[config.mk]
export PLATFORM = sky130hd
export DESIGN_NAME = tmt_timer
export DESIGN_NICKNAME = d
export VERILOG_FILES = /design/src/hw/tmt_pkg.sv /design/src/hw/tmt_timer.sv
export SDC_FILE = /design/constraint.sdc
export NUM_CORES = 1
export LEC_CHECK = 0
export BUFFER_PORTS_ARGS = -buffer_cell sky130_fd_sc_hd__buf_2
export CAP_MARGIN = 20
export CORE_MARGIN = 5
export CORE_UTILIZATION = 40
export DETAILED_ROUTE_END_ITERATION = 16
export PLACE_DENSITY = 0.74
export REMOVE_ABC_BUFFERS = 1
export SYNTH_ARGS = -nofsm -noshare
export SYNTH_HDL_FRONTEND = slang
export SYNTH_SLANG_ARGS = --single-unit
[constraint.sdc]
create_clock -name pclk -period 1.96 [get_ports pclk]
set_input_delay 0.196 -clock pclk [delete_from_list [all_inputs] [get_ports pclk]]
set_output_delay 0.196 -clock pclk [all_outputs]
set_load 0.01 [all_outputs]
[src/hw/tmt_pkg.sv]
// package for the 16-bit timer/counter three block
package tmt_pkg;
  // register byte addresses
  localparam logic [11:0] TMT_ADDR_CTRL = 12'h000;
  localparam logic [11:0] TMT_ADDR_CNT_LO = 12'h004;
  localparam logic [11:0] TMT_ADDR_CNT_HI = 12'h008;
  localparam logic [11:0] TMT_ADDR_IRQ_STAT = 12'h00C;
  localparam logic [11:0] TMT_ADDR_IRQ_EN = 12'h010;
  localparam logic [11:0] TMT_ADDR_IRQ_CLR = 12'h014;
  // control field positions
  localparam int TMT_BIT_ATOMIC = 7;
  localparam int TMT_BIT_CSEL_HI = 6;
  localparam int TMT_BIT_PS_HI = 5;
  localparam int TMT_BIT_PS_LO = 4;
  localparam int TMT_BIT_CSEL_LO = 3;
  localparam int TMT_BIT_SYNC_DIS = 2;
  localparam int TMT_BIT_CLK_SRC = 1;
  localparam int TMT_BIT_RUN = 0;
  // reset values and special event compare mode
  localparam logic [7:0] TMT_CTRL_RST = 8'h00;
  localparam logic [15:0] TMT_CNT_RST = 16'h0000;
  localparam logic [2:0] TMT_PS_RST = 3'h0;
  localparam logic [3:0] TMT_CMP_SPECIAL = 4'hB;
  // control register layout
  typedef struct packed {
    logic atomic_access_select;
    logic capture_source_sel_hi;
    logic [1:0] prescale_select;
    logic capture_source_sel_lo;
    logic sync_disable;
    logic clock_source_select;
    logic run_enable;
  } tmt_ctrl_t;
  // compare unit trigger inputs
  typedef struct packed {
    logic [3:0] mode;
    logic match;
  } tmt_cmp_t;
  // external clock edge tracker
  typedef enum logic [1:0] {
    TMT_EDGE_ARM = 2'b00,
    TMT_EDGE_LOW = 2'b01,
    TMT_EDGE_HIGH = 2'b11
  } tmt_edge_t;
endpackage

[src/hw/tmt_timer.sv]
// 16-bit timer/counter three with apb register access
//
// The APB register port and the placing of the registers were left to the implementer.
`timescale 1ns/1ns
`default_nettype none

// Overview of operation
// - atomic bit on gives 16-bit access, off gives two byte accesses
// - two-bit source field picks timer for each capture/compare unit
// - prescale field divides by 1, 2, 4 or 8
// - sync disable passes external clock raw; ignored for internal clock
// - source zero counts instruction cycles; one counts external rising edges
// - run enable low stops counting and holds the count
// - oscillator enabled makes both oscillator pins inputs reading zero
// - atomic low byte read snapshots live high byte into buffer
// - atomic high write loads buffer; low write moves both bytes
// - in atomic mode high byte only through the buffer
// - low byte write clears prescaler; high byte write does not
// - crystal clocks counter only when oscillator enable and source set
// - count wraps from maximum to zero and sets sticky overflow flag
// - overflow flag requests interrupt only while its enable is set
// - special event compare match resets the count to zero
// - software write wins over coincident special-event reset
// - special-event reset never sets the overflow flag
module tmt_timer (
  input wire logic pclk,
  input wire logic presetn,
  input wire logic clk_en,
  input wire logic psel,
  input wire logic penable,
  input wire logic pwrite,
  input wire logic [11:0] paddr,
  input wire logic [31:0] pwdata,
  output logic [31:0] prdata,
  output logic pready,
  output logic pslverr,
  input wire logic external_count_input,
  input wire logic crystal_osc_enable,
  input wire logic crystal_osc_clk,
  input wire tmt_pkg::tmt_cmp_t cmp_unit1,
  input wire tmt_pkg::tmt_cmp_t cmp_unit2,
  input wire logic [1:0] osc_pin_in,
  output logic [1:0] osc_pin_read,
  output logic [1:0] osc_pin_force_input,
  output logic unit1_uses_this,
  output logic unit2_uses_this,
  output logic irq
);
  import tmt_pkg::*;

  tmt_ctrl_t ctrl_r;
  logic [15:0] cnt_r;
  logic [7:0] hbuf_r;
  logic [2:0] ps_r;
  logic ovf_r;
  logic ovf_en_r;
  logic sync1_r, sync2_r;
  tmt_edge_t edge_r, edge_nxt;

  // apb decode
  wire logic acc = psel & penable & clk_en;
  wire logic wr = acc & pwrite;
  wire logic rd = acc & ~pwrite;
  wire logic hit_ctrl = (paddr == TMT_ADDR_CTRL);
  wire logic hit_lo = (paddr == TMT_ADDR_CNT_LO);
  wire logic hit_hi = (paddr == TMT_ADDR_CNT_HI);
  wire logic hit_stat = (paddr == TMT_ADDR_IRQ_STAT);
  wire logic hit_en = (paddr == TMT_ADDR_IRQ_EN);
  wire logic hit_clr = (paddr == TMT_ADDR_IRQ_CLR);
  wire logic mapped = hit_ctrl | hit_lo | hit_hi | hit_stat | hit_en | hit_clr;
  wire logic wr_lo = wr & hit_lo;
  wire logic wr_hi = wr & hit_hi;
  wire logic rd_lo = rd & hit_lo;
  // access width select: a count write is a low write, or a direct high write
  wire logic cnt_wr = wr_lo | (wr_hi & ~ctrl_r.atomic_access_select);

  // clock source selection
  // crystal path select
  wire logic ext_src = crystal_osc_enable ? crystal_osc_clk : external_count_input;
  wire logic ext_lvl = ctrl_r.sync_disable ? ext_src : sync2_r;

  // edge tracker: counts only rising edges after a falling edge
  always_comb begin
    edge_nxt = edge_r;
    case (edge_r)
      TMT_EDGE_ARM: if (!ext_lvl) edge_nxt = TMT_EDGE_LOW;
      TMT_EDGE_LOW: if (ext_lvl) edge_nxt = TMT_EDGE_HIGH;
      TMT_EDGE_HIGH: if (!ext_lvl) edge_nxt = TMT_EDGE_LOW;
      default: edge_nxt = TMT_EDGE_ARM;
    endcase
  end
  wire logic ext_rise = (edge_r == TMT_EDGE_LOW) & ext_lvl;

  wire logic src_tick = ctrl_r.clock_source_select ? ext_rise : 1'b1;

  function automatic logic ps_done(input logic [1:0] sel, input logic [2:0] cnt);
    case (sel)
      2'b00: ps_done = 1'b1;
      2'b01: ps_done = (cnt[0] == 1'b1);
      2'b10: ps_done = (cnt[1:0] == 2'b11);
      default: ps_done = (cnt == 3'b111);
    endcase
  endfunction

  wire logic tick = ctrl_r.run_enable & src_tick;
  wire logic inc = tick & ps_done(ctrl_r.prescale_select, ps_r);
  wire logic wrap = inc & (cnt_r == 16'hFFFF);

  wire logic u1_this = ctrl_r.capture_source_sel_hi;
  wire logic u2_this = ctrl_r.capture_source_sel_hi | ctrl_r.capture_source_sel_lo;
  wire logic sev = (u1_this & cmp_unit1.match & (cmp_unit1.mode == TMT_CMP_SPECIAL))
                 | (u2_this & cmp_unit2.match & (cmp_unit2.mode == TMT_CMP_SPECIAL));

  // count next value
  logic [15:0] cnt_nxt;
  always_comb begin
    cnt_nxt = cnt_r;
    if (inc) cnt_nxt = cnt_r + 16'h0001;
    // reset to zero, skipped when a count write shares the cycle
    if (sev & ~cnt_wr) cnt_nxt = TMT_CNT_RST;
    if (wr_hi & ~ctrl_r.atomic_access_select) cnt_nxt[15:8] = pwdata[7:0];
    if (wr_lo) begin
      cnt_nxt[7:0] = pwdata[7:0];
      if (ctrl_r.atomic_access_select) cnt_nxt[15:8] = hbuf_r;
    end
  end

  // read mux
  logic [7:0] rd_byte;
  always_comb begin
    rd_byte = 8'h00;
    if (hit_ctrl) rd_byte = ctrl_r;
    if (hit_lo) rd_byte = cnt_r[7:0];
    if (hit_hi) rd_byte = ctrl_r.atomic_access_select ? hbuf_r : cnt_r[15:8];
    if (hit_stat) rd_byte = {7'h00, ovf_r};
    if (hit_en) rd_byte = {7'h00, ovf_en_r};
  end

  // synchroniser and edge state
  always_ff @(posedge pclk or negedge presetn) begin
    if (!presetn) begin
      sync1_r <= 1'b0;
      sync2_r <= 1'b0;
      edge_r <= TMT_EDGE_ARM;
    end else if (clk_en) begin
      sync1_r <= ext_src;
      sync2_r <= sync1_r;
      edge_r <= edge_nxt;
    end
  end

  // control, count, prescaler
  always_ff @(posedge pclk or negedge presetn) begin
    if (!presetn) begin
      ctrl_r <= TMT_CTRL_RST;
      cnt_r <= TMT_CNT_RST;
      ps_r <= TMT_PS_RST;
    end else if (clk_en) begin
      if (wr & hit_ctrl) ctrl_r <= pwdata[7:0];
      cnt_r <= cnt_nxt;
      if (wr_lo) ps_r <= TMT_PS_RST;
      else if (tick) ps_r <= ps_r + 3'h1;
    end
  end

  // high byte buffer
  always_ff @(posedge pclk or negedge presetn) begin
    if (!presetn) begin
      hbuf_r <= 8'h00;
    end else if (clk_en) begin
      if (rd_lo & ctrl_r.atomic_access_select) hbuf_r <= cnt_r[15:8];
      else if (wr_hi & ctrl_r.atomic_access_select) hbuf_r <= pwdata[7:0];
    end
  end

  // overflow flag and enable
  always_ff @(posedge pclk or negedge presetn) begin
    if (!presetn) begin
      ovf_r <= 1'b0;
      ovf_en_r <= 1'b0;
    end else if (clk_en) begin
      // set wins over clear, only real wrap
      if (wrap & ~sev & ~wr_lo) ovf_r <= 1'b1;
      else if (wr & hit_clr & pwdata[0]) ovf_r <= 1'b0;
      if (wr & hit_en) ovf_en_r <= pwdata[0];
    end
  end

  // outputs and bus answer
  always_ff @(posedge pclk or negedge presetn) begin
    if (!presetn) begin
      prdata <= 32'h0000_0000;
      pready <= 1'b0;
      pslverr <= 1'b0;
      osc_pin_read <= 2'b00;
      osc_pin_force_input <= 2'b00;
      unit1_uses_this <= 1'b0;
      unit2_uses_this <= 1'b0;
      irq <= 1'b0;
    end else if (clk_en) begin
      pready <= psel & ~penable;
      pslverr <= psel & ~penable & ~mapped;
      prdata <= {24'h00_0000, rd_byte};
      // pins forced to input, read zero
      osc_pin_force_input <= {2{crystal_osc_enable}};
      osc_pin_read <= crystal_osc_enable ? 2'b00 : osc_pin_in;
      unit1_uses_this <= u1_this;
      unit2_uses_this <= u2_this;
      irq <= (ovf_r | (wrap & ~sev & ~wr_lo)) & ovf_en_r;
    end
  end

  // assertions
  property p_run_hold;
    @(posedge pclk) disable iff (!presetn)
      (clk_en & ~ctrl_r.run_enable & ~sev & ~wr_lo & ~wr_hi) |=> $stable(cnt_r);
  endproperty
  a_run_hold: assert property (p_run_hold) else $error("count moved while stopped");

  property p_wrap_flag;
    @(posedge pclk) disable iff (!presetn)
      (clk_en & wrap & ~sev & ~wr_lo & ~wr_hi) |=> (ovf_r && cnt_r == 16'h0000);
  endproperty
  a_wrap_flag: assert property (p_wrap_flag) else $error("wrap did not set flag");

  property p_sev_reset;
    @(posedge pclk) disable iff (!presetn)
      (clk_en & sev & ~wr_lo & ~wr_hi & ~ovf_r) |=> (cnt_r == 16'h0000 && !ovf_r);
  endproperty
  a_sev_reset: assert property (p_sev_reset) else $error("special reset wrong");

  property p_write_wins;
    @(posedge pclk) disable iff (!presetn)
      (clk_en & sev & wr_lo) |=> (cnt_r[7:0] == $past(pwdata[7:0]));
  endproperty
  a_write_wins: assert property (p_write_wins) else $error("write lost to reset");

  property p_snapshot;
    @(posedge pclk) disable iff (!presetn)
      (clk_en & rd_lo & ctrl_r.atomic_access_select) |=> (hbuf_r == $past(cnt_r[15:8]));
  endproperty
  a_snapshot: assert property (p_snapshot) else $error("no high byte snapshot");

  property p_ps_clear;
    @(posedge pclk) disable iff (!presetn)
      (clk_en & wr_lo) |=> (ps_r == 3'h0);
  endproperty
  a_ps_clear: assert property (p_ps_clear) else $error("prescaler not cleared");

  property p_irq_gate;
    @(posedge pclk) disable iff (!presetn)
      (clk_en & ~ovf_en_r) |=> !irq;
  endproperty
  a_irq_gate: assert property (p_irq_gate) else $error("irq while disabled");

  property p_osc_pins;
    @(posedge pclk) disable iff (!presetn)
      (clk_en & crystal_osc_enable) |=> (osc_pin_read == 2'b00 && osc_pin_force_input == 2'b11);
  endproperty
  a_osc_pins: assert property (p_osc_pins) else $error("osc pins not forced");

  property p_atomic_hi;
    @(posedge pclk) disable iff (!presetn)
      (clk_en & wr_hi & ctrl_r.atomic_access_select & ~wr_lo & ~sev & ~inc) |=> $stable(cnt_r);
  endproperty
  a_atomic_hi: assert property (p_atomic_hi) else $error("live high byte written");

  // routing outputs follow the source field
  property p_route;
    @(posedge pclk) disable iff (!presetn)
      clk_en |=> (unit1_uses_this == $past(u1_this) && unit2_uses_this == $past(u2_this));
  endproperty
  a_route: assert property (p_route) else $error("time base routing wrong");

  // prescaler steps on every tick without a low byte write
  property p_ps_step;
    @(posedge pclk) disable iff (!presetn)
      (clk_en & tick & ~wr_lo) |=> (ps_r == $past(ps_r) + 3'h1);
  endproperty
  a_ps_step: assert property (p_ps_step) else $error("prescaler did not step");

  // divide by eight holds count between terminals
  property p_ps_div8;
    @(posedge pclk) disable iff (!presetn)
      (clk_en & tick & (ctrl_r.prescale_select == 2'b11) & (ps_r != 3'h7) & ~wr_lo & ~wr_hi & ~sev) |=> $stable(cnt_r);
  endproperty
  a_ps_div8: assert property (p_ps_div8) else $error("count moved inside prescale");

  // internal source at divide by one counts every cycle
  property p_count_step;
    @(posedge pclk) disable iff (!presetn)
      (clk_en & ctrl_r.run_enable & ~ctrl_r.clock_source_select & (ctrl_r.prescale_select == 2'b00)
        & ~wr_lo & ~wr_hi & ~sev) |=> (cnt_r == $past(cnt_r) + 16'h0001);
  endproperty
  a_count_step: assert property (p_count_step) else $error("internal count did not step");

  // external source without a rising edge holds
  property p_ext_gap;
    @(posedge pclk) disable iff (!presetn)
      (clk_en & ctrl_r.clock_source_select & ~ext_rise & ~wr_lo & ~wr_hi & ~sev) |=> $stable(cnt_r);
  endproperty
  a_ext_gap: assert property (p_ext_gap) else $error("count without external edge");

  // atomic low write moves both bytes
  property p_atomic_lo;
    @(posedge pclk) disable iff (!presetn)
      (clk_en & wr_lo & ctrl_r.atomic_access_select) |=> (cnt_r == {$past(hbuf_r), $past(pwdata[7:0])});
  endproperty
  a_atomic_lo: assert property (p_atomic_lo) else $error("paired write wrong");

  // direct high write outside atomic mode
  property p_direct_hi;
    @(posedge pclk) disable iff (!presetn)
      (clk_en & wr_hi & ~ctrl_r.atomic_access_select) |=> (cnt_r[15:8] == $past(pwdata[7:0]));
  endproperty
  a_direct_hi: assert property (p_direct_hi) else $error("direct high write lost");

  // flag stays until cleared
  property p_sticky;
    @(posedge pclk) disable iff (!presetn)
      (clk_en & ovf_r & ~(wr & hit_clr & pwdata[0])) |=> ovf_r;
  endproperty
  a_sticky: assert property (p_sticky) else $error("overflow flag dropped");

  // enabled flag raises the request
  property p_irq_level;
    @(posedge pclk) disable iff (!presetn)
      (clk_en & ovf_r & ovf_en_r) |=> irq;
  endproperty
  a_irq_level: assert property (p_irq_level) else $error("irq missing while enabled");

  // released oscillator pins read the port
  property p_osc_release;
    @(posedge pclk) disable iff (!presetn)
      (clk_en & ~crystal_osc_enable) |=> (osc_pin_read == $past(osc_pin_in) && osc_pin_force_input == 2'b00);
  endproperty
  a_osc_release: assert property (p_osc_release) else $error("osc pins not released");

  // clock enable low freezes state
  property p_freeze;
    @(posedge pclk) disable iff (!presetn)
      !clk_en |=> ($stable(cnt_r) && $stable(ovf_r) && $stable(irq));
  endproperty
  a_freeze: assert property (p_freeze) else $error("state moved while frozen");

  // setup phase answered in the access phase
  property p_ready;
    @(posedge pclk) disable iff (!presetn)
      (clk_en & psel & ~penable) |=> pready;
  endproperty
  a_ready: assert property (p_ready) else $error("bus answer missing");

  // main scenario covers
  c_wrap: cover property (@(posedge pclk) disable iff (!presetn) wrap);
  c_atomic: cover property (@(posedge pclk) disable iff (!presetn) rd_lo & ctrl_r.atomic_access_select);
  c_ext: cover property (@(posedge pclk) disable iff (!presetn) ext_rise & ctrl_r.clock_source_select & inc);
  c_sev: cover property (@(posedge pclk) disable iff (!presetn) sev & inc);
  c_irq: cover property (@(posedge pclk) disable iff (!presetn) $rose(irq));
endmodule // tmt_timer

`default_nettype wire

Word level (Yosys, flattened, before mapping)
Index checks and enable logic that the tools add are counted.
{ "classes": {"add_sub_neg": 2, "n_mul": 0, "n_div": 0, "order_cmp": 0, "n_eq_ne": 16, "shifts": 0, "mux": 25, "n_bitwise": 44, "n_reduce_logical": 15} }
{ "ops": {"columns": ["op", "n"], "rows": [
  ["two-way mux 8 bit", 10],
  ["two-way mux 16 bit", 3],
  ["bitwise AND 1 bit", 28],
  ["== test 12 x 4 -> 1 bit, second input constant", 2],
  ["== test 12 x 5 -> 1 bit, second input constant", 2],
  ["adder 16 x 1 -> 16 bit, second input constant", 1],
  ["== test 16 bit, second input constant", 1],
  ["== test 12 x 3 -> 1 bit, second input constant", 1],
  ["logical NOT 12 bit", 1],
  ["AND reduction 2 bit", 6],
  ["OR 1 bit", 9],
  ["== test 4 bit, second input constant", 2],
  ["inverter 1 bit", 7],
  ["== test 2 bit, second input constant", 3],
  ["two-way mux 2 bit", 3],
  ["two-way mux 3 bit", 2],
  ["nonzero test 2 bit", 3],
  ["two-way mux 1 bit", 5],
  ["== test 2 x 1 -> 1 bit, second input constant", 2],
  ["logical NOT 2 bit", 2],
  ["inequality test 2 bit, second input constant", 2],
  ["one-hot mux 2 bit (2 select lines)", 1],
  ["adder 3 x 1 -> 3 bit, second input constant", 1],
  ["== test 3 bit, second input constant", 1],
  ["other kinds (4)", 4]
]} }
{ "totals": {"register_bits": 57, "latch_bits": 0, "ram_bits": 0, "romBits": 0, "in_bits": 65, "out_inout_bits": 41, "word_cells": 126, "memories": 0} }

Longest topological paths before layout
Gate-level depths: netlist (run 1).
{ "depth": {"word_depth": 12, "depth_mapped": 8, "ltp_nobuf": 8} }

Worst setup path after synthesis (run 1)
Ideal clock, no wire load.
{ "synth_path": {"path_type": "input port to flip-flop", "start": "input paddr[9]", "end": "register ctrl_r[1] in the netlist's numbering", "setup_time_ns": 0.125, "arrival_time_ns": 2.172, "t_required_ns": 1.835, "path_slack_ns": -0.337, "path_stages": 6, "n_path_buf": 1, "cell_sequence": "or4_4 -> or3_4 -> nor4_2 -> and2_1 -> buf_2 -> mux2_2"} }
{ "synth_via": {"elab_chain_len": 3} }
{ "synth_rtl": {"columns": ["element", "line", "text"], "rows": [
  ["start, declared", "tmt_timer.sv:32", "input wire logic [11:0] paddr,"],
  ["logical NOT 12 bit", "tmt_timer.sv:64", "wire logic hit_ctrl = (paddr == TMT_ADDR_CTRL);"],
  ["bitwise AND 1 bit", "tmt_timer.sv:159", "if (wr & hit_ctrl) ctrl_r <= pwdata[7:0];"],
  ["AND reduction 2 bit (no line)", null, null],
  ["end signal, assigned", "tmt_timer.sv:159", null],
  ["end, declared", "tmt_timer.sv:51", "tmt_ctrl_t ctrl_r;"]
]} }
No other way between the ends.
A chain may end at the register's enable or synchronous reset.

Worst setup path after layout (run 1)
{ "layout_path": {"start": "input paddr[6]", "end": "register cnt_r[4]"} }
{ "layout_via": {"elab_chain_len": 8, "elab_cells_between_ends": 12, "cone_classes": "eq/ne: 2; mux: 2; bitwise: 6; reduce/logical: 2"} }
{ "layout_rtl": {"columns": ["element", "line", "text"], "rows": [
  ["== test 12 x 4 -> 1 bit", "tmt_timer.sv:66", "wire logic hit_hi = (paddr == TMT_ADDR_CNT_HI);"],
  ["bitwise AND 1 bit", "tmt_timer.sv:72", "wire logic wr_hi = wr & hit_hi;"],
  ["bitwise AND 1 bit", "tmt_timer.sv:75", "wire logic cnt_wr = wr_lo | (wr_hi & ~ctrl_r.atomic_access_select);"],
  ["OR 1 bit", "tmt_timer.sv:75", null],
  ["inverter 1 bit", "tmt_timer.sv:120", "if (sev & ~cnt_wr) cnt_nxt = TMT_CNT_RST;"],
  ["bitwise AND 1 bit", "tmt_timer.sv:120", null],
  ["nonzero test 3 bit (no line) / two-way mux 16 bit (equally long branches)", null, null],
  ["AND reduction 2 bit (no line) / two-way mux 16 bit (equally long branches)", null, null],
  ["end signal, assigned", "tmt_timer.sv:160", "cnt_r <= cnt_nxt;"],
  ["end, declared", "tmt_timer.sv:52", "logic [15:0] cnt_r;"]
]} }
Several ways; a longest one is shown, not always the timed one.

==> impl_summary.txt, run 1 <==
----------------------------------------------------
[Status]
  Status ... finished with violations
  Violated checks ... setup timing

[Final layout]
  Layout cells sized above 1 ... 40.36%
  Area growth, synth to finish ... 34.08%
  Final net count ... 569
  Diodes inserted ... 0
  Area of combinational cells with multiple inputs ... 2116 um2
  Filler Cells Inserted ... 779
  Non-filler cells in the finished layout ... 611
  Area of all sequential standard cells ... 1428 um2

[Floorplanning]
  Core outline area ... 8721 um2
  Initial core utilization ... 41.18%
  Standard-cell row count ... 34
  I/O pins ... 106
  Horizontal die dimension ... 104.8 um
  Area enclosed by the die boundary ... 10970 um2
  Floorplan die height ... 104.8 um

[Route]
  Vias after detailed routing ... 3447
  Final Routed Wirelength ... 10840 um
  First-iteration detailed-routing DRC count ... 219
  Routed len/inst ... 17.74 um
  Post-DRT Antenna Nets ... 0
  DR vias/cell ... 5.642
  Residual DRC count ... 0
  Iteration count of the initial detailed-routing pass ... 5

[Placement]
  RePlAce Congestion ... 0.9265
  Count of placed standard cells including taps ... 588
  Buffers on Ports ... 57
  Estimated wirelength of the detail-placed design ... 7909 um

[Global routing]
  Maximum number of pins on one net before global-route repair ... 58
  Total global routing overflow ... 0
  Number of global-route vias before repair ... 3328
  Antenna violations before repair ... 1
  Wire length of the first global-routing pass ... 17240 um
  Tot GR Track Use ... 19.25%

[STA]
  Setup repair after global routing missed its margin ... yes
  Headroom to the max-slew limit ... 66.53%
  Min Tclk post-route ... 1974 ps
  Setup clock skew after layout ... 8.994 ps
  Minimum hold slack ... 86.87 ps
  Final number of hold-violating endpoints ... 0
  Aggregate negative setup slack ... -22.90 ps
  Crit path setup slack, layout ... -13.60 ps
  Achievable Freq ... 506.7 MHz
  Worst slew pin tran ... 502.1 ps
  Period utilization ... 100.7%
  Number of setup violations in the final report ... 2
  Count of final max-slew check failures ... 0

[Critical path]
  Critical path startpoint category ... primary input
  Critical path type ... primary input to flop
  Maximum net fanout on the critical path ... 5
  WP data required ... 2240 ps
  Crit end category ... flop
  CP arrival ... 2260 ps

[Logic synthesis]
  Count of mapped cells out of synthesis ... 381
  Synth Warn # ... 0
  Distinct cell type count of the synthesized netlist ... 62
  Number of enable flip-flop cells after synthesis ... 0
  Share of synthesized area occupied by flip-flops and latches ... 39.72%
  Flop and latch count out of synthesis ... 57
  Flip-flop cell with the highest count after synthesis ... sky130_fd_sc_hd__dfrtp_1
  FFs w/ async S/R, synth ... 100.0%
  Mean instance size in the synthesized netlist ... 9.425 um2
  Cell area after technology mapping ... 3591 um2

[Power]
  Peak ir drop on the vdd network ... 0.3247 mV
  Total Power Consumption ... 3417 uW
  Power density cells ... 709.7 nW/um2
  Leakage power figure ... 0.002274 uW

[Clock network]
  CTS tree ... built
  Number of buffers between clock root and the deepest sink ... 2
  Number of buffers created by CTS ... 9
  Deepest level of the CTS H-tree ... 3
  Register clock-pin slew on the reported worst setup and hold paths ... 70 ps
  Clock root buffer master ... sky130_fd_sc_hd__clkbuf_8
  Clock latency at the later pin of the worst-skew pair ... 350 ps
  Clk sinks ... 57

[Worst hold path]
  Tightest Hold Check Type ... primary input to flop

[Flow run]
  Max capacitance violation total ... 0

----------------------------------------------------
-- layout by cell type (no fill, tap or decap), drive strengths merged, types with 3 or more instances in the layout --
cell type	Yosys	final
o2bb2ai	4	4
mux2i	18	18
or3b	4	4
a31o	3	3
o211ai	3	3
ha	6	6
nor4	6	6
nand2	33	33
and3	3	3
nor2	25	25
conb	1	24
dfrtp	57	57
inv	11	11
nand3	12	12
clkinv	1	3
and2	3	3
buf	33	125
or3	4	4
a22o	3	3
a222oi	6	6
clkbuf	10	11
a221oi	7	7
nand3b	4	4
nor3	10	10
nor2b	6	6
or4	5	5
mux2	19	19
o21ai	28	28
nand2b	3	3
a21oi	17	17
nand4	9	9
-- metal layers --
layer / track usage, % / vias to the layer above / share of wire (%)
met5: 0 / - / 0.12
met4: 5.114 / 2 / 1.8
met3: 5.857 / 21 / 9.3
met2: 29.23 / 167 / 46
met1: 26.75 / 1656 / 43
li1: - / 1601 / -
-- registers in the layout (all words and copies together), names as in the netlist, 2 cells and up --
name          cells
hbuf_r            8
edge_r            2
cnt_r            16
osc_pin_read      2
ctrl_r            7
prdata            8
ps_r              3
-- area by class of cell --
class | instances | share of cell area, %
clock inverter | 5 | 1.611
clock buffer | 11 | 3.144
timing repair buffer | 126 | 17.91
multi-input combinational | 292 | 43.94
tap | 108 | 2.807
inverter | 12 | 0.9356
sequential | 57 | 29.65
-- worst paths after layout --
check                              start         endpoint  slack, ps  depth (start not counted)
max in group asynchronous        presetn          pslverr       1290                          3
setup / recovery                paddr[6]         cnt_r[4]        -10                          7
hold / removal             osc_pin_in[1]  osc_pin_read[1]         90                          3
setup reg to reg               edge_r[1]         cnt_r[3]        -10                          9
min in group asynchronous        presetn        prdata[0]        380                          3
hold reg to reg                  pslverr          pslverr        480                          1
-- what timing repair did --
| action | in CTS | in global routing |
|---|---|---|
| endpoints found under the setup margin | 19 | 34 |
| gates resized for setup | 19 | 32 |
| buffers inserted | 5 | 1 |
| hold buffers | 1 | 0 |
| endpoints found under the hold margin | 57 | 0 |
| pin swaps | 10 | 13 |
-- cell usage after synthesis, drive strengths merged (4+ instances only) --
library cell / n / area (um2)
or4: 5 / 48.79
mux2: 19 / 214.0
or3: 4 / 30.03
a221oi: 7 / 61.31
nor3: 10 / 55.05
dfrtp: 57 / 1426
inv: 11 / 41.29
nand3: 12 / 60.06
o2bb2ai: 4 / 35.03
nand4: 9 / 56.30
a21oi: 17 / 85.08
clkbuf: 10 / 37.54
mux2i: 18 / 180.2
o21ai: 28 / 140.1
ha: 6 / 75.07
or3b: 4 / 35.03
a222oi: 6 / 60.06
nor4: 6 / 58.80
nor2b: 6 / 37.54
nand2: 33 / 123.9
nor2: 25 / 93.84
buf: 33 / 231.5
nand3b: 4 / 30.03
-- logic make-up (layout without fill, tap and decap cells) --
group                    after synthesis  count (layout)  synth area share, %
XOR/XNOR                               2               2               0.4879
other                                  1              24               0.1044
multiplexers                          37              37                10.98
AO/OA/AOI/OAI                         88              88                16.90
AND/OR/NAND/NOR                      135             135                20.98
adder cells (fa/ha/maj)                6               6                2.091
flip-flops                            57              57                39.72
buffers and inverters                 55             154                8.746
-- critical path, stage by stage --
cell                       delay [ps]
sky130_fd_sc_hd__buf_2            100
sky130_fd_sc_hd__or4_4            570
sky130_fd_sc_hd__or3_4            430
sky130_fd_sc_hd__or4_4            460
sky130_fd_sc_hd__a31oi_4          260
sky130_fd_sc_hd__o211ai_1         160
sky130_fd_sc_hd__nand3_2           80
-- where the power goes --
| part | switching, uW | internal (uW) | leakage (uW) |
|---|---|---|---|
| combinational | 372 | 367 | 0.00144 |
| sequential | 99.9 | 1290 | 0.000718 |
| clock | 508 | 781 | 0.000115 |
-- per-stage QoR --
step           setup WS [ps]  util (%)  area (um2)
4_1_cts               -43.55     53.62        4676
2_1_floorplan         -464.2         -        3408
3_3_place_gp          -402.4     49.67        4332
6_report              -13.60     55.21        4815
3_5_place_dp          -475.5     49.67        4332
5_1_grt               -90.42     55.21        4815
No activity file was read; power rests on OpenSTA's default activity.
==> run 2, diff against run 1 <==
CORE_UTILIZATION = 47   (was 40)
PLACE_DENSITY = 0.84   (was 0.74)
==> run 2 against run 1 <==
Against the previous run: utilization increased by 9.9 points; combinational power is essentially flat; the flow finishes with violations (hold timing); critical endpoint unchanged; largest cell class unchanged; fmax is 2.0% higher; sequential share of layout area rose by 0.25 points; final cell count is 2.1% lower; die area down 14%.
==> impl_summary.txt, run 2 (synthesized netlist as in run 1, its figures left out) <==
----------------------------------------------------
[Clock network]
  Number of buffers created by CTS ... 9 (unchanged)
  Number of buffers inserted for hold repair after clock tree synthesis ... 0 (-1)
  Deepest level of the CTS H-tree ... 3 (unchanged)
  Clk sinks ... 57 (unchanged)
  Number of buffers between clock root and the deepest sink ... 2 (unchanged)
  CTS tree ... built
  Register clock-pin slew on the reported worst setup and hold paths ... 70 ps (about the same)
  Clock latency at the later pin of the worst-skew pair ... 340 ps (about the same)
  Clock root buffer master ... sky130_fd_sc_hd__clkbuf_8

[Floorplanning]
  Standard-cell row count ... 31 (-8.8%)
  I/O pins ... 106 (unchanged)
  Floorplan die height ... 97.41 um (-7.0%)
  Horizontal die dimension ... 97.41 um (-7.0%)
  Core outline area ... 7331 um2 (-16%)
  Initial core utilization ... 48.98% (+7.8 points)
  Area enclosed by the die boundary ... 9489 um2 (-14%)

[Placement]
  Cell Area, Placed ... 4268 um2 (-1.5%)
  RePlAce Congestion ... 0.9259 (about the same)
  Estimated wirelength of the detail-placed design ... 7840 um (-0.87%)
  Buffers on Ports ... 57 (unchanged)

[Route]
  DR vias/cell ... 5.763 (+2.1%)
  Residual DRC count ... 0 (unchanged)
  Post-DRT Antenna Nets ... 0 (unchanged)
  Vias after detailed routing ... 3446 (-0.029%)
  Routed len/inst ... 17.84 um (+0.59%)
  Iteration count of the initial detailed-routing pass ... 6 (+1)
  First-iteration detailed-routing DRC count ... 276 (+26%)
  Final Routed Wirelength ... 10670 um (-1.6%)

[Global routing]
  Tot GR Track Use ... 22.22% (+3.0 points)
  Antenna violations before repair ... 0 (-1)
  Total global routing overflow ... 0 (unchanged)
  Number of global-route vias before repair ... 3297 (-0.93%)
  Wire length of the first global-routing pass ... 16960 um (-1.6%)
  Maximum number of pins on one net before global-route repair ... 58 (unchanged)

[Final layout]
  Most flop-heavy register ... cnt_r
  Most common cell after layout, fill and taps aside ... sky130_fd_sc_hd__buf_4
  Largest regs ... cnt_r x16, hbuf_r x8, prdata x8
  Flip-flop count of the largest register after layout ... 16 (unchanged)
  Final Instance Area ... 4771 um2 (-0.91%)
  Final net count ... 565 (-0.70%)
  Area growth, synth to finish ... 32.86%
  Layout cells sized above 1 ... 40.48% (+0.12 points)
  Highest-count cells in the layout ignoring fill and taps ... sky130_fd_sc_hd__buf_4 (60), sky130_fd_sc_hd__dfrtp_1 (57), sky130_fd_sc_hd__buf_2 (56)
  Diodes inserted ... 0 (unchanged)
  Filler Cells Inserted ... 589 (-24%)

[Flow run]
  Max capacitance violation total ... 0 (unchanged)

[Critical path]
  Crit end category ... flop
  Max incr delay on CP ... 560 ps (about the same)
  Critical path type ... primary input to flop
  Maximum net fanout on the critical path ... 5 (unchanged)
  Max stage delay cell, worst path ... sky130_fd_sc_hd__or4_4
  Worst-path cell chain ... buf_6 > or4_4 > or3_4 > or4_4 > a31oi_4 > o211ai_1 > nand3_2
  Crit path top cell by count ... sky130_fd_sc_hd__or4_4
  WP data required ... 2240 ps (about the same)
  Critical path startpoint category ... primary input
  CP arrival ... 2220 ps (-40 ps)

[STA]
  Count of final max-slew check failures ... 0 (unchanged)
  Final number of hold-violating endpoints ... 5 (+5)
  Number of setup violations in the final report ... 0 (-2)
  Aggregate negative setup slack ... 0 ps (+22.90 ps)
  Worst slew pin tran ... 751.6 ps (+249.5 ps)
  Setup clock skew after layout ... 6.885 ps (-2.109 ps)
  Achievable Freq ... 516.6 MHz (+2.0%)
  Setup repair after global routing missed its margin ... yes
  Min Tclk post-route ... 1936 ps (-37.84 ps)
  Minimum hold slack ... -16.11 ps (-103.0 ps)
  Period utilization ... 98.76% (-1.9 points)
  Headroom to the max-slew limit ... 49.89% (-17 points)

[Status]
  Status ... finished with violations
  Violated checks ... hold timing

[Worst hold path]
  Tightest Hold Check Type ... primary input to asynchronous set/reset pin

[Power]
  Peak ir drop on the vdd network ... 0.3751 mV (+16%)
  Power density cells ... 718.3 nW/um2 (+1.2%)
  Leakage power figure ... 0.002239 uW (-1.5%)

----------------------------------------------------
==> run 2: path summary, 6_finish.rpt <==
kind	slack, ps	from	depth (start not counted)	end
max in group asynchronous	1460	presetn	2	ps_r[0]
min	-20	presetn	2	pslverr
min reg2reg	480	prdata[0]	1	prdata[0]
max	20	paddr[7]	7	cnt_r[4]
min in group pclk	90	osc_pin_in[0]	3	osc_pin_read[0]
max reg2reg	60	ps_r[1]	8	cnt_r[15]
==> run 2: layout make-up <==
cell class                      instances  area [um2]  share of cell area (%)
Clock buffer                           11       151.4                   3.173
Clock inverter                          5       77.57                   1.626
Tap cell                               99       123.9                   2.596
Timing Repair Buffer                  122       824.5                   17.28
Sequential cell                        57        1426                   29.90
Inverter                               12       45.04                  0.9441
Multi-Input combinational cell        292        2122                   44.48
==> run 2: where the power goes <==
part / internal, uW / total (uW) / switching [uW]
clock: 780 / 1270 / 489
sequential: 1290 / 1420 / 126
combinational: 373 / 741 / 368
==> run 2: what timing repair did <==
item                       in CTS  in global routing
gates resized for setup        17                 33
pin swaps                      11                 16
setup endpoints to repair      17                 24
setup buffers                   2                  9
==> run 2: worst max-delay path: cells and delay by family <==
family	cells	cell delay (ps)
AOI/OAI and AO/OA	2	420
and+or+nand+nor	4	1510
buffers and inverters	1	90
==> run 2: metal layers <==
layer	routed length (um)	up-vias	GRT usage (%)	share of wire, %
li1	-	1596	-	-
met1	4550	1679	28.80	43
met2	4978	149	35.69	47
met3	886	22	5.097	8.3
met4	253	0	9.159	2.4
met5	0	-	0	0
==> run 2: metrics by stage <==
step | std cells | power [uW] | hold slack [ps] | setup slack [ps] | utilization [%]
CTS | 590 | 3337 | 24.83 | -1.375 | 62.43
detailed placement | 572 | 2021 | 392.5 | -426.0 | 58.22
global placement | 572 | 1969 | 382.7 | -380.2 | 58.22
floorplan | 361 | 1706 | -99.59 | -464.2 | -
global route | 598 | 3585 | 53.77 | -22.01 | 65.08
finish | 598 | 3427 | -16.11 | 24.24 | 65.08
